`src/hw/irb_pkg.sv`:
```
// shared constants, field types and decode helpers of the interrupt register bank
package irb_pkg;

    // ***************************************************************
    // widths
    // ***************************************************************
    localparam int IRB_DATA_W = 32;
    localparam int IRB_ADDR_W = 12;
    localparam int IRB_SYNC_W = 32;

    typedef logic [IRB_DATA_W-1:0] irb_word_t;
    typedef logic [IRB_ADDR_W-1:0] irb_addr_t;

    // ***************************************************************
    // register byte offsets within the 4 kB register window
    // ***************************************************************
    localparam irb_addr_t IRB_OFS_NORMAL_ACTIVE_STATUS = 12'h000;
    localparam irb_addr_t IRB_OFS_NORMAL_RAW_SOURCE_STATE = 12'h004;
    localparam irb_addr_t IRB_OFS_NORMAL_SOURCE_ENABLE = 12'h008;
    localparam irb_addr_t IRB_OFS_NORMAL_SOURCE_DISABLE = 12'h00C;
    localparam irb_addr_t IRB_OFS_SOFTWARE_INTERRUPT_CONFIG = 12'h010;
    localparam irb_addr_t IRB_OFS_FAST_ACTIVE_STATUS = 12'h100;
    localparam irb_addr_t IRB_OFS_FAST_RAW_SOURCE_STATE = 12'h104;
    localparam irb_addr_t IRB_OFS_FAST_SOURCE_ENABLE = 12'h108;
    localparam irb_addr_t IRB_OFS_FAST_SOURCE_DISABLE = 12'h10C;

    // ***************************************************************
    // reset values
    // ***************************************************************
    localparam irb_word_t IRB_RST_ENABLE = 32'h0000_0000;
    localparam irb_word_t IRB_RST_STATUS = 32'h0000_0000;
    localparam irb_word_t IRB_RST_SWI = 32'h0000_0000;
    localparam irb_word_t IRB_READ_ZERO = 32'h0000_0000;

    // ***************************************************************
    // carriers
    // ***************************************************************
    typedef struct packed {
        logic valid;
        logic write;
        irb_addr_t addr;
        irb_word_t wdata;
    } irb_req_s;

    typedef struct packed {
        logic valid;
        irb_word_t rdata;
    } irb_rsp_s;

    // register selector decoded from one access
    typedef enum logic [3:0] {
        IRB_SEL_NONE = 4'h0,
        IRB_SEL_N_STA = 4'h1,
        IRB_SEL_N_RAW = 4'h2,
        IRB_SEL_N_EN = 4'h3,
        IRB_SEL_N_DIS = 4'h4,
        IRB_SEL_SWI = 4'h5,
        IRB_SEL_F_STA = 4'h6,
        IRB_SEL_F_RAW = 4'h7,
        IRB_SEL_F_EN = 4'h8,
        IRB_SEL_F_DIS = 4'h9
    } irb_sel_e;

    function automatic irb_sel_e irb_decode(input irb_addr_t addr);
        case (addr)
            IRB_OFS_NORMAL_ACTIVE_STATUS: irb_decode = IRB_SEL_N_STA;
            IRB_OFS_NORMAL_RAW_SOURCE_STATE: irb_decode = IRB_SEL_N_RAW;
            IRB_OFS_NORMAL_SOURCE_ENABLE: irb_decode = IRB_SEL_N_EN;
            IRB_OFS_NORMAL_SOURCE_DISABLE: irb_decode = IRB_SEL_N_DIS;
            IRB_OFS_SOFTWARE_INTERRUPT_CONFIG: irb_decode = IRB_SEL_SWI;
            IRB_OFS_FAST_ACTIVE_STATUS: irb_decode = IRB_SEL_F_STA;
            IRB_OFS_FAST_RAW_SOURCE_STATE: irb_decode = IRB_SEL_F_RAW;
            IRB_OFS_FAST_SOURCE_ENABLE: irb_decode = IRB_SEL_F_EN;
            IRB_OFS_FAST_SOURCE_DISABLE: irb_decode = IRB_SEL_F_DIS;
            default: irb_decode = IRB_SEL_NONE;
        endcase
    endfunction

    // enable update shared by both banks: store on write, clear ones on disable
    function automatic irb_word_t irb_next_enable(input irb_word_t cur, input logic wr_en,
                                                  input logic wr_dis, input irb_word_t wdata);
        if (wr_en) begin
            irb_next_enable = wdata;
        end else if (wr_dis) begin
            irb_next_enable = cur & ~wdata;
        end else begin
            irb_next_enable = cur;
        end
    endfunction

endpackage

```
`src/hw/irb_bank.sv`:
```
// interrupt register bank: normal and fast request banks behind word loads and stores
`timescale 1ns/1ps

module irb_bank #(
    parameter int NSRC = irb_pkg::IRB_SYNC_W
) (
    // clock and reset
    input wire logic mclk,
    input wire logic resetn,
    // processor register port
    input wire irb_pkg::irb_req_s bus_req,
    output irb_pkg::irb_rsp_s bus_rsp,
    // interrupt sources
    input wire logic [NSRC-1:0] normal_src,
    input wire logic [NSRC-1:0] fast_src,
    // request lines to the processor
    output logic normal_irq,
    output logic fast_irq
);
    import irb_pkg::*;

    // ***************************************************************
    // source capture
    // ***************************************************************
    logic [NSRC-1:0] normal_level;
    logic [NSRC-1:0] fast_level;

    irb_source_sync #(
        .WIDTH(NSRC)
    ) u_normal_sync (
        .mclk(mclk),
        .resetn(resetn),
        .src_async(normal_src),
        .src_level(normal_level)
    );

    irb_source_sync #(
        .WIDTH(NSRC)
    ) u_fast_sync (
        .mclk(mclk),
        .resetn(resetn),
        .src_async(fast_src),
        .src_level(fast_level)
    );

    // ***************************************************************
    // access decode
    // ***************************************************************
    irb_sel_e sel;
    logic wr;
    logic rd;

    // only whole words are decoded; narrower accesses are the processor's concern
    always_comb begin
        sel = irb_decode(bus_req.addr);
        wr = bus_req.valid && bus_req.write;
        rd = bus_req.valid && !bus_req.write;
    end

    // ***************************************************************
    // register state
    // ***************************************************************
    irb_word_t normal_source_enable;
    irb_word_t fast_source_enable;
    irb_word_t software_interrupt_config;
    irb_word_t normal_raw_source_state;
    irb_word_t fast_raw_source_state;
    irb_word_t normal_active_status;
    irb_word_t fast_active_status;

    irb_word_t next_normal_source_enable;
    irb_word_t next_fast_source_enable;
    irb_word_t next_software_interrupt_config;
    irb_word_t next_normal_raw_source_state;
    irb_word_t next_fast_raw_source_state;
    irb_word_t next_normal_active_status;
    irb_word_t next_fast_active_status;
    logic next_normal_irq;
    logic next_fast_irq;
    irb_word_t ext_normal;
    irb_word_t ext_fast;

    always_comb begin
        ext_normal = IRB_READ_ZERO;
        ext_fast = IRB_READ_ZERO;
        ext_normal[NSRC-1:0] = normal_level;
        ext_fast[NSRC-1:0] = fast_level;
        // status and raw registers have no write path at all
        next_normal_source_enable = irb_next_enable(normal_source_enable,
                                                    wr && sel == IRB_SEL_N_EN,
                                                    wr && sel == IRB_SEL_N_DIS,
                                                    bus_req.wdata);
        next_fast_source_enable = irb_next_enable(fast_source_enable,
                                                  wr && sel == IRB_SEL_F_EN,
                                                  wr && sel == IRB_SEL_F_DIS,
                                                  bus_req.wdata);
        next_software_interrupt_config = software_interrupt_config;
        if (wr && sel == IRB_SEL_SWI) begin
            next_software_interrupt_config = bus_req.wdata;
        end
        // programmed interrupts appear as raised sources of the normal bank
        next_normal_raw_source_state = ext_normal | software_interrupt_config;
        next_fast_raw_source_state = ext_fast;
        next_normal_active_status = normal_raw_source_state & normal_source_enable;
        next_fast_active_status = fast_raw_source_state & fast_source_enable;
        next_normal_irq = |next_normal_active_status;
        next_fast_irq = |next_fast_active_status;
    end

    always_ff @(posedge mclk or negedge resetn) begin
        if (!resetn) begin
            normal_source_enable <= IRB_RST_ENABLE;
            fast_source_enable <= IRB_RST_ENABLE;
            software_interrupt_config <= IRB_RST_SWI;
            normal_raw_source_state <= IRB_RST_STATUS;
            fast_raw_source_state <= IRB_RST_STATUS;
            normal_active_status <= IRB_RST_STATUS;
            fast_active_status <= IRB_RST_STATUS;
            normal_irq <= 1'b0;
            fast_irq <= 1'b0;
        end else begin
            normal_source_enable <= next_normal_source_enable;
            fast_source_enable <= next_fast_source_enable;
            software_interrupt_config <= next_software_interrupt_config;
            normal_raw_source_state <= next_normal_raw_source_state;
            fast_raw_source_state <= next_fast_raw_source_state;
            normal_active_status <= next_normal_active_status;
            fast_active_status <= next_fast_active_status;
            normal_irq <= next_normal_irq;
            fast_irq <= next_fast_irq;
        end
    end

    // ***************************************************************
    // read path
    // ***************************************************************
    irb_rsp_s next_bus_rsp;

    // write-only and unmapped words read as zero
    always_comb begin
        next_bus_rsp.valid = rd;
        next_bus_rsp.rdata = IRB_READ_ZERO;
        if (rd) begin
            case (sel)
                IRB_SEL_N_STA: next_bus_rsp.rdata = normal_active_status;
                IRB_SEL_N_RAW: next_bus_rsp.rdata = normal_raw_source_state;
                IRB_SEL_N_EN: next_bus_rsp.rdata = normal_source_enable;
                IRB_SEL_F_STA: next_bus_rsp.rdata = fast_active_status;
                IRB_SEL_F_RAW: next_bus_rsp.rdata = fast_raw_source_state;
                IRB_SEL_F_EN: next_bus_rsp.rdata = fast_source_enable;
                IRB_SEL_N_DIS: next_bus_rsp.rdata = IRB_READ_ZERO;
                IRB_SEL_F_DIS: next_bus_rsp.rdata = IRB_READ_ZERO;
                default: next_bus_rsp.rdata = IRB_READ_ZERO;
            endcase
        end
    end

    always_ff @(posedge mclk or negedge resetn) begin
        if (!resetn) begin
            bus_rsp <= '0;
        end else begin
            bus_rsp <= next_bus_rsp;
        end
    end
endmodule

```
`src/hw/irb_source_sync.sv`:
```
// three-stage synchroniser with agreement filter for the interrupt source inputs
`timescale 1ns/1ps

module irb_source_sync #(
    parameter int WIDTH = irb_pkg::IRB_SYNC_W
) (
    // clock and reset
    input wire logic mclk,
    input wire logic resetn,
    // asynchronous source levels
    input wire logic [WIDTH-1:0] src_async,
    // filtered levels in the mclk domain
    output logic [WIDTH-1:0] src_level
);
    import irb_pkg::*;

    logic [WIDTH-1:0] stage1;
    logic [WIDTH-1:0] stage2;
    logic [WIDTH-1:0] stage3;
    logic [WIDTH-1:0] next_level;

    // a bit changes only when the second and third stage agree
    always_comb begin
        next_level = src_level;
        for (int i = 0; i < WIDTH; i++) begin
            if (stage2[i] == stage3[i]) begin
                next_level[i] = stage3[i];
            end
        end
    end

    always_ff @(posedge mclk or negedge resetn) begin
        if (!resetn) begin
            stage1 <= '0;
            stage2 <= '0;
            stage3 <= '0;
            src_level <= '0;
        end else begin
            stage1 <= src_async;
            stage2 <= stage1;
            stage3 <= stage2;
            src_level <= next_level;
        end
    end

endmodule

```
`config.mk`:
```
export PLATFORM = sky130hd
export DESIGN_NAME = irb_bank
export DESIGN_NICKNAME = d
export VERILOG_FILES = /design/src/hw/irb_pkg.sv /design/src/hw/irb_bank.sv /design/src/hw/irb_source_sync.sv
export SDC_FILE = /design/constraint.sdc
export NUM_CORES = 1
export LEC_CHECK = 0
export BUFFER_PORTS_ARGS = -buffer_cell sky130_fd_sc_hd__buf_2
export CORE_ASPECT_RATIO = 0.7
export CORE_MARGIN = 3
export CORE_UTILIZATION = 63
export CTS_BUF_LIST = sky130_fd_sc_hd__clkbuf_16
export DETAILED_ROUTE_END_ITERATION = 12
export PLACE_DENSITY = 0.83
export SLEW_MARGIN = 20
export SYNTH_ARGS = -nofsm -noshare
export SYNTH_HDL_FRONTEND = slang
export SYNTH_SLANG_ARGS = --single-unit
```
`constraint.sdc`:
```
create_clock -name mclk -period 3.5 [get_ports mclk]
set_input_delay 0.175 -clock mclk [delete_from_list [all_inputs] [get_ports mclk]]
set_output_delay 0.175 -clock mclk [all_outputs]
set_load 0.05 [all_outputs]
```
# Word-level counts from Yosys, hierarchy flattened
# Index checks and enable logic that the tools add are counted.
# classes
n_eq_ne,81
n_mux,7
bitwise_logic,6
reduce_logical,13
# op_table
op,count
32-bit case mux with 6 select lines,1
32-bit 2-to-1 mux,5
32-bit bitwise AND,4
1-bit equality test,64
32-bit OR reduction,2
"12-bit by 9-bit equality test with 1-bit output, second input constant",4
4-bit case mux with 9 select lines,1
32-bit NOT,1
32-bit OR,1
"12-bit by 4-bit equality test with 1-bit output, second input constant",2
"4-bit by 3-bit equality test with 1-bit output, second input constant",4
"12-bit by 3-bit equality test with 1-bit output, second input constant",1
"12-bit by 5-bit equality test with 1-bit output, second input constant",1
12-bit logical NOT,1
"4-bit by 2-bit equality test with 1-bit output, second input constant",2
"4-bit equality test, second input constant",2
1-bit logical AND,7
"4-bit by 1-bit equality test with 1-bit output, second input constant",1
2-bit nonzero test,2
1-bit logical NOT,1
# word_totals
regBits,515
inputBits,112
output_inout_bits,35
elab_cells,188

# Logic depth before layout (Yosys ltp)
# Gate-level depths: netlist of the first run.
# logic_depth
word_depth,6
depth_mapped,7

# Cells and area by module
# A second synthesis of the first run with hierarchy kept.
# hier_totals
cells_unflattened,1215
hier_area_um2,17865.9
# modules_own_cells
mod,n_inst,cells_per_inst,area_per_inst_um2,seq_area_each_um2
irb_bank,1,895,10739.0,6481.2
irb_source_sync,2,160,3563.4,3203.1

# Least setup slack after synthesis of the first run
# OpenSTA, ideal clock, no wires.
# synth_path
kind,flip-flop to flip-flop
start,register fast_raw_source_state[26]
end,register fast_irq
setup_ns,0.139
t_arrival_ns,1.893
slack_ns,1.468
path_stages_with_launch,5
period_less_slack_ns,2.032
path_cell_list,dfrtp_1 and2_4 or4_1 or4_1 or4_1
# synth_between
elab_chain_cells,2
# synth_lines
element,line_no,rtl
"start, declared",irb_bank.sv:67,irb_word_t fast_raw_source_state;
"start signal, assigned",irb_bank.sv:126,fast_raw_source_state <= next_fast_raw_source_state;
32-bit bitwise AND,irb_bank.sv:105,next_fast_active_status = fast_raw_source_state & fast_source_enable;
named net next_fast_active_status[26],irb_bank.sv:77,irb_word_t next_fast_active_status;
32-bit OR reduction,irb_bank.sv:107,next_fast_irq = |next_fast_active_status;
named net next_fast_irq,irb_bank.sv:79,logic next_fast_irq;
"end signal, assigned",irb_bank.sv:130,fast_irq <= next_fast_irq;
"end, declared",irb_bank.sv:18,output logic fast_irq
# The timed path passes the listed nets, and every way through them passes these cells.
# A chain may end at the register's enable or synchronous reset.

# Worst setup path in the final report of the first run
# layout_path
start,register fast_raw_source_state[24]
end,register fast_irq
# The elaborated chain is that of the path after synthesis.

==> impl_metrics.tcl, run 1 <==
set metrics [dict create \
    port_buffers 146 \
    hold_viol_final 0 \
    cp_slowest_cell "or4_1" \
    syn_area_per_cell_um2 15.53 \
    io_pins 147 \
    drive_gt1_frac 0.2343 \
    critPathMostFrequentCell "or4_1" \
    diodes 0 \
    overflow 0 \
    cts_tree "yes" \
    firstDrtPassIters 5 \
    die_h_um 146.2 \
    hold_path_class "in -> reg" \
    rsz0062_at_grt "false" \
    synth_edf_count 0 \
    clkTransAtPathRegs_ns 0.07 \
    met2WireLength_um 20340 \
    drc 0 \
    crit_type "reg -> reg" \
    clockBufferDepth 3 \
    grt_max_degree 110 \
    synth_top_area_frac 0.7286 \
    cts_inserted_buffers 44 \
    syn_to_final_growth_pct 20.21 \
    drtIter0Drc 1048 \
    path_buf_inv 0 \
    drv_slew 0 \
    syn-num-nets 1251 \
    cts_root_buf "clkbuf_16" \
    path_cells "and2_1, or4_1, or4_1, or4_1" \
    cp_max_fo 2 \
    fin_hold_ws_ns 0.2591 \
    row_count 50 \
    finalSetupTns_ns 0 \
    cp_top_family "simple AND/OR/NAND/NOR gates" \
    insertion_delay_ns 0.56 \
    htreeDepth 2 \
    peakVddDrop_uv 389.1 \
    final_antenna_net_count 0 \
    core_area_um2 27150 \
    crit_arrival_ns 2.70 \
    fin_skew_ns 0.01306 \
    critPathRequiredTime_ns 3.92 \
    largest_register_ff_count 33 \
    synth_area_leaders "dfrtp_1 73%, mux2i_1 4.6%, maj3_1 3.6%" \
    hpwlAfterDp_um 24260 \
    regMostFlops "bus_rsp" \
    clkSinkCount 515 \
    worstSetupEndpointType "flop" \
    wl_met1_um 16750 \
    yosys.area.top_type "dfrtp_1" \
    wl_met3_um 3531 \
    drv_cap 0 \
    status "completed" \
    ys_seq_area_frac 0.7286 \
    vias 10720 \
    cts_setup_buffers 0 \
    gp_congestion 0.8492 \
    finalNetCount 1521 \
    cts_hold_buf 99 \
    grt_usage 0.2852 \
    syn-cell-area_um2 17690 \
    antenna_found_initial 1 \
    grt_pass1_vias 11510 \
    maxUsedRoutingLayer "met4" \
    synth-seq-cells 515 \
    timing.final.crit_period_ns 2.277 \
    yosys.cell_types.count 46 \
    setup-violations-final 0 \
    postSynth.asyncResetShare 1.000 \
    yosys_warnings 0 \
    synth_top_flop_cell "dfrtp_1" \
    viasPerCell 5.964 \
    finalCritPeriodShare 0.6505 \
    cts-resized-gates 0 \
    slew_headroom 0.4110 \
    critPathMaxStageDelay_ns 0.55 \
    worst_pin_slew_ns 0.8834 \
    dieArea_um2 30160 \
    timing.fmax_ghz 0.4392 \
    wire_per_inst_um 23.33 \
    power_leakage_nw 10.49 \
    postRouteWirelength_um 41950 \
    cellPowerDensity_nw_per_um2 544.0 \
    grt_pass1_wl_um 65450 \
    dieWidth_um 206.3 \
    start_util 0.6515 \
    netlist_instances 1139 \
    critPathLaunchType "flop" \
]
[stage by stage]
stage	area (um2)	total power [W]	worst slack, ns	util	cells
global route	21260	0.01197	1.158	0.7831	1798
global placement	18950	0.006934	1.134	0.6979	1628
finish	21260	0.01157	1.223	0.7831	1798
CTS	21260	0.01163	1.239	0.7831	1798
detailed placement	18950	0.006961	1.093	0.6979	1628
floorplan	17690	0.006619	1.468	-	1139
[layout make-up]
cell class                 instances  area (um2)
inverter                           2       7.507
timing repair buffer             273        2004
multi-input combinational        573        4586
clock buffer                      45        1126
fill                            1499        5888
clock inverter                    26       196.4
sequential                       515       12890
tap                              364       455.4
[report_power, final]
group	switching, W	internal (W)
Combinational	0.000308	0.000267
Clock	0.00207	0.00254
Sequential	0.000165	0.00622
[cells by family (layout without fill, tap and decap cells)]
kind of cell | count (synthesis) | count (layout) | share of synthesized area
DFF | 515 | 515 | 0.7286
adders and majority gates | 64 | 64 | 0.03622
buffers and inverters | 51 | 346 | 0.01330
and+or+nand+nor | 197 | 197 | 0.06911
AOI/OAI and AO/OA | 176 | 176 | 0.06564
muxes | 136 | 136 | 0.08715
[metal layers]
metal | global-route usage | up-vias
li1 | - | 4566
met1 | 0.3965 | 5505
met2 | 0.4575 | 543
met3 | 0.05616 | 110
met4 | 0.1038 | 0
met5 | 0 | -
[final timing paths]
check | startpoint | endpoint | slack [ns] | depth (start not counted)
worst min register to register | u_normal_sync.stage1[31]$_DFF_PN0_ | u_normal_sync.stage2[31]$_DFF_PN0_ | 0.34 | 0
worst min-delay path | normal_src[25] | u_normal_sync.stage1[25]$_DFF_PN0_ | 0.26 | 2
min in group asynchronous | resetn | u_fast_sync.stage1[24]$_DFF_PN0_ | 0.29 | 2
max in group asynchronous | resetn | bus_rsp[20]$_DFF_PN0_ | 2.03 | 3
worst max register to register | fast_raw_source_state[24]$_DFF_PN0_ | fast_irq$_DFF_PN0_ | 1.22 | 4
worst max-delay path | fast_raw_source_state[24]$_DFF_PN0_ | fast_irq$_DFF_PN0_ | 1.22 | 4
[worst reg2reg max path, cell delays in order, from the launching register on]
cell and delay [ns]:
dfrtp_1 0.38, and2_1 0.22, or4_1 0.50, or4_1 0.55, or4_1 0.50
[synthesized netlist by cell type (18+ instances only)]
cell type	instances
and2_1	63
or2_2	41
mux2_2	24
mux2_4	30
a22o_1	32
o22ai_1	20
maj3_1	64
nand3_1	38
a21oi_1	46
o21ai_0	32
mux2i_1	82
or4_1	18
dfrtp_1	515
clkbuf_1	27
[cells in the final DEF, fill, tap and decap left out, drive strengths merged, types with 2 or more instances in the layout]
| master | synthesis | layout |
|---|---|---|
| a31oi | 10 | 10 |
| mux2i | 82 | 82 |
| nor2 | 2 | 2 |
| dfrtp | 515 | 515 |
| a22o | 32 | 32 |
| o21ai | 32 | 32 |
| and2 | 66 | 66 |
| nand2 | 13 | 13 |
| inv | 1 | 17 |
| or2 | 41 | 41 |
| and3b | 2 | 2 |
| o22ai | 20 | 20 |
| nand3 | 38 | 38 |
| dlygate4sd3 | 0 | 99 |
| clkbuf | 27 | 45 |
| nor4 | 2 | 2 |
| buf | 22 | 174 |
| o32a | 7 | 7 |
| a211oi | 2 | 2 |
| a21oi | 46 | 46 |
| mux2 | 54 | 54 |
| a22oi | 10 | 10 |
| nand4 | 3 | 3 |
| clkinv | 1 | 8 |
| or3b | 2 | 2 |
| a21o | 13 | 13 |
| maj3 | 64 | 64 |
| bufinv | 0 | 3 |
| or4 | 18 | 18 |
Note: power is estimated with default switching activity, not from simulation.
==> inputs of run 2 (changes only) <==
- CORE_UTILIZATION: 63 -> 59
- PLACE_DENSITY: 0.83 -> 0.79
- clock period: 3.5 -> 2.2 ns (I/O delays scaled with it)
==> run 2 against run 1 <==
Against the previous run:
- die area increased by 6.5%
- clock power grew 57%
- register-to-register slack worse by 1.2 ns
- total power increased by 59%
- sequential power is 58% higher
- clock skew increased by 0.0073 ns
- worst setup slack lost 1.2 ns
- largest power group unchanged
==> impl_metrics.tcl, run 2 (synthesis results as in run 1) <==
set metrics [dict create \
    status "completed" \
    hold_path_class "in -> reg" \
    fin_hold_ws_ns 0.04571 \
    wl_met3_um 3030 \
    drv_cap 0 \
    drc 0 \
    cts_tree "yes" \
    slew_headroom 0.6484 \
    hpwlAfterDp_um 25490 \
    drv_slew 0 \
    cp_max_fo 2 \
    drive_gt1_frac 0.2553 \
    worst_pin_slew_ns 0.5275 \
    met2WireLength_um 18610 \
    wl_met1_um 17520 \
    pwr-share-clk 0.396 \
    fin_skew_ns 0.02039 \
    io_pins 147 \
    diodes 0 \
    critPathRequiredTime_ns 2.63 \
    worstSetupEndpointType "flop" \
    layout_common_cells "515 x dfrtp_1, 145 x buf_2, 98 x dlygate4sd3_1" \
    cts_inserted_buffers 44 \
    finalNetCount 1548 \
    cts_root_buf "clkbuf_16" \
    peakVddDrop_uv 812.3 \
    firstDrtPassIters 5 \
    clkTransAtPathRegs_ns 0.07 \
    clkSinkCount 515 \
    timing.final.ws_setup_ns 0.02312 \
    layout_commonest_cell "dfrtp_1" \
    switchingPower_w 0.004053 \
    die_h_um 150.9 \
    place_ws_ns -0.03810 \
    finalCritPeriodShare 0.9895 \
    htreeDepth 2 \
    final_antenna_net_count 0 \
    maxUsedRoutingLayer "met4" \
    vias 10630 \
    grt_max_degree 105 \
    overflow 0 \
    insertion_delay_ns 0.56 \
    power_leakage_nw 10.62 \
    port_buffers 146 \
    crit_arrival_ns 2.61 \
    hold_viol_final 0 \
    crit_type "reg -> reg" \
    viasPerCell 5.757 \
    regMostFlops "bus_rsp" \
    combPwrFrac 0.051 \
    critPathLaunchType "flop" \
    fin_util 0.7392 \
    core_area_um2 29210 \
    wire_per_inst_um 21.89 \
    syn_to_final_growth_pct 22.08 \
    grt_pass1_wl_um 63200 \
    dieWidth_um 213.0 \
    gp_congestion 0.8699 \
    largest_register_ff_count 33 \
    drtIter0Drc 955 \
    timing.final.crit_period_ns 2.177 \
    p_sw_frac 0.2209 \
    dieArea_um2 32130 \
    row_count 52 \
    seqPwrFrac 0.553 \
    grt_pass1_vias 11140 \
    postRouteWirelength_um 40440 \
    start_util 0.6055 \
    clockBufferDepth 3 \
    p_int_w 0.01429 \
    cellPowerDensity_nw_per_um2 849.5 \
    grt_usage 0.2586 \
    timing.fmax_ghz 0.4594 \
    antenna_found_initial 3 \
    setup-violations-final 0 \
]
-- run 2: repair_timing --
item / in CTS / in global routing
resized for setup: 3 / 3
pin swaps: 0 / 2
hold buffers: 98 / 0
setup buffers: 0 / 1
setup endpoints to repair: 2 / 2
endpoints found under the hold margin: 605 / 0
-- run 2: final timing paths --
kind                                                      start                            endpoint  slack (ns)  cells after the start
min in group asynchronous                                resetn  u_normal_sync.stage1[23]$_DFF_PN0_        0.07                      2
hold reg to reg              u_normal_sync.stage1[21]$_DFF_PN0_  u_normal_sync.stage2[21]$_DFF_PN0_        0.34                      0
hold / removal                                      bus_req[45]               bus_rsp[32]$_DFF_PN0_        0.05                      3
max in group asynchronous                                resetn   u_normal_sync.stage2[8]$_DFF_PN0_        1.25                      3
setup reg to reg           normal_raw_source_state[5]$_DFF_PN0_                normal_irq$_DFF_PN0_        0.02                      4
setup / recovery           normal_raw_source_state[5]$_DFF_PN0_                normal_irq$_DFF_PN0_        0.02                      4
-- run 2: power by group through the flow --
stage	Sequential [W]	Combinational [W]	Clock (W)
after CTS	0.0101	0.000939	0.00738
after global placement	0.0103	0.000776	0
after global routing	0.0102	0.00102	0.00782
final	0.0101	0.000936	0.00726
after detailed placement	0.0103	0.000797	0
after floorplan	0.0102	0.000317	0
-- run 2: critical path: stages, from the launching register on --
cell and delay [ns]:
dfrtp_1 0.41, and2_4 0.19, or4_1 0.47, or4_4 0.46
or4_1 0.52
-- run 2: area by class of cell --
| cell class | instances | area, um2 |
|---|---|---|
| clock buffer | 45 | 1126 |
| clock inverter | 34 | 212.7 |
| fill | 1757 | 7620 |
| inverter | 2 | 7.507 |
| multi-input combinational | 573 | 4607 |
| sequential | 515 | 12890 |
| tap | 378 | 473.0 |
| timing repair buffer | 300 | 2280 |
-- run 2: stage by stage --
step                TNS [ns]  instances  cell area, um2  power [W]
floorplan                  0       1139           17690    0.01053
global placement           0       1669           19240    0.01107
detailed placement  -0.05605       1669           19240    0.01111
CTS                        0       1846           21580    0.01846
global route        -0.02718       1847           21590    0.01902
finish                     0       1847           21590    0.01834
-- run 2: routing by layer --
metal,up-vias,global-route usage
met5,-,0
met4,0,0.09505
met3,120,0.04928
met2,459,0.3966
met1,5426,0.3762
li1,4628,-
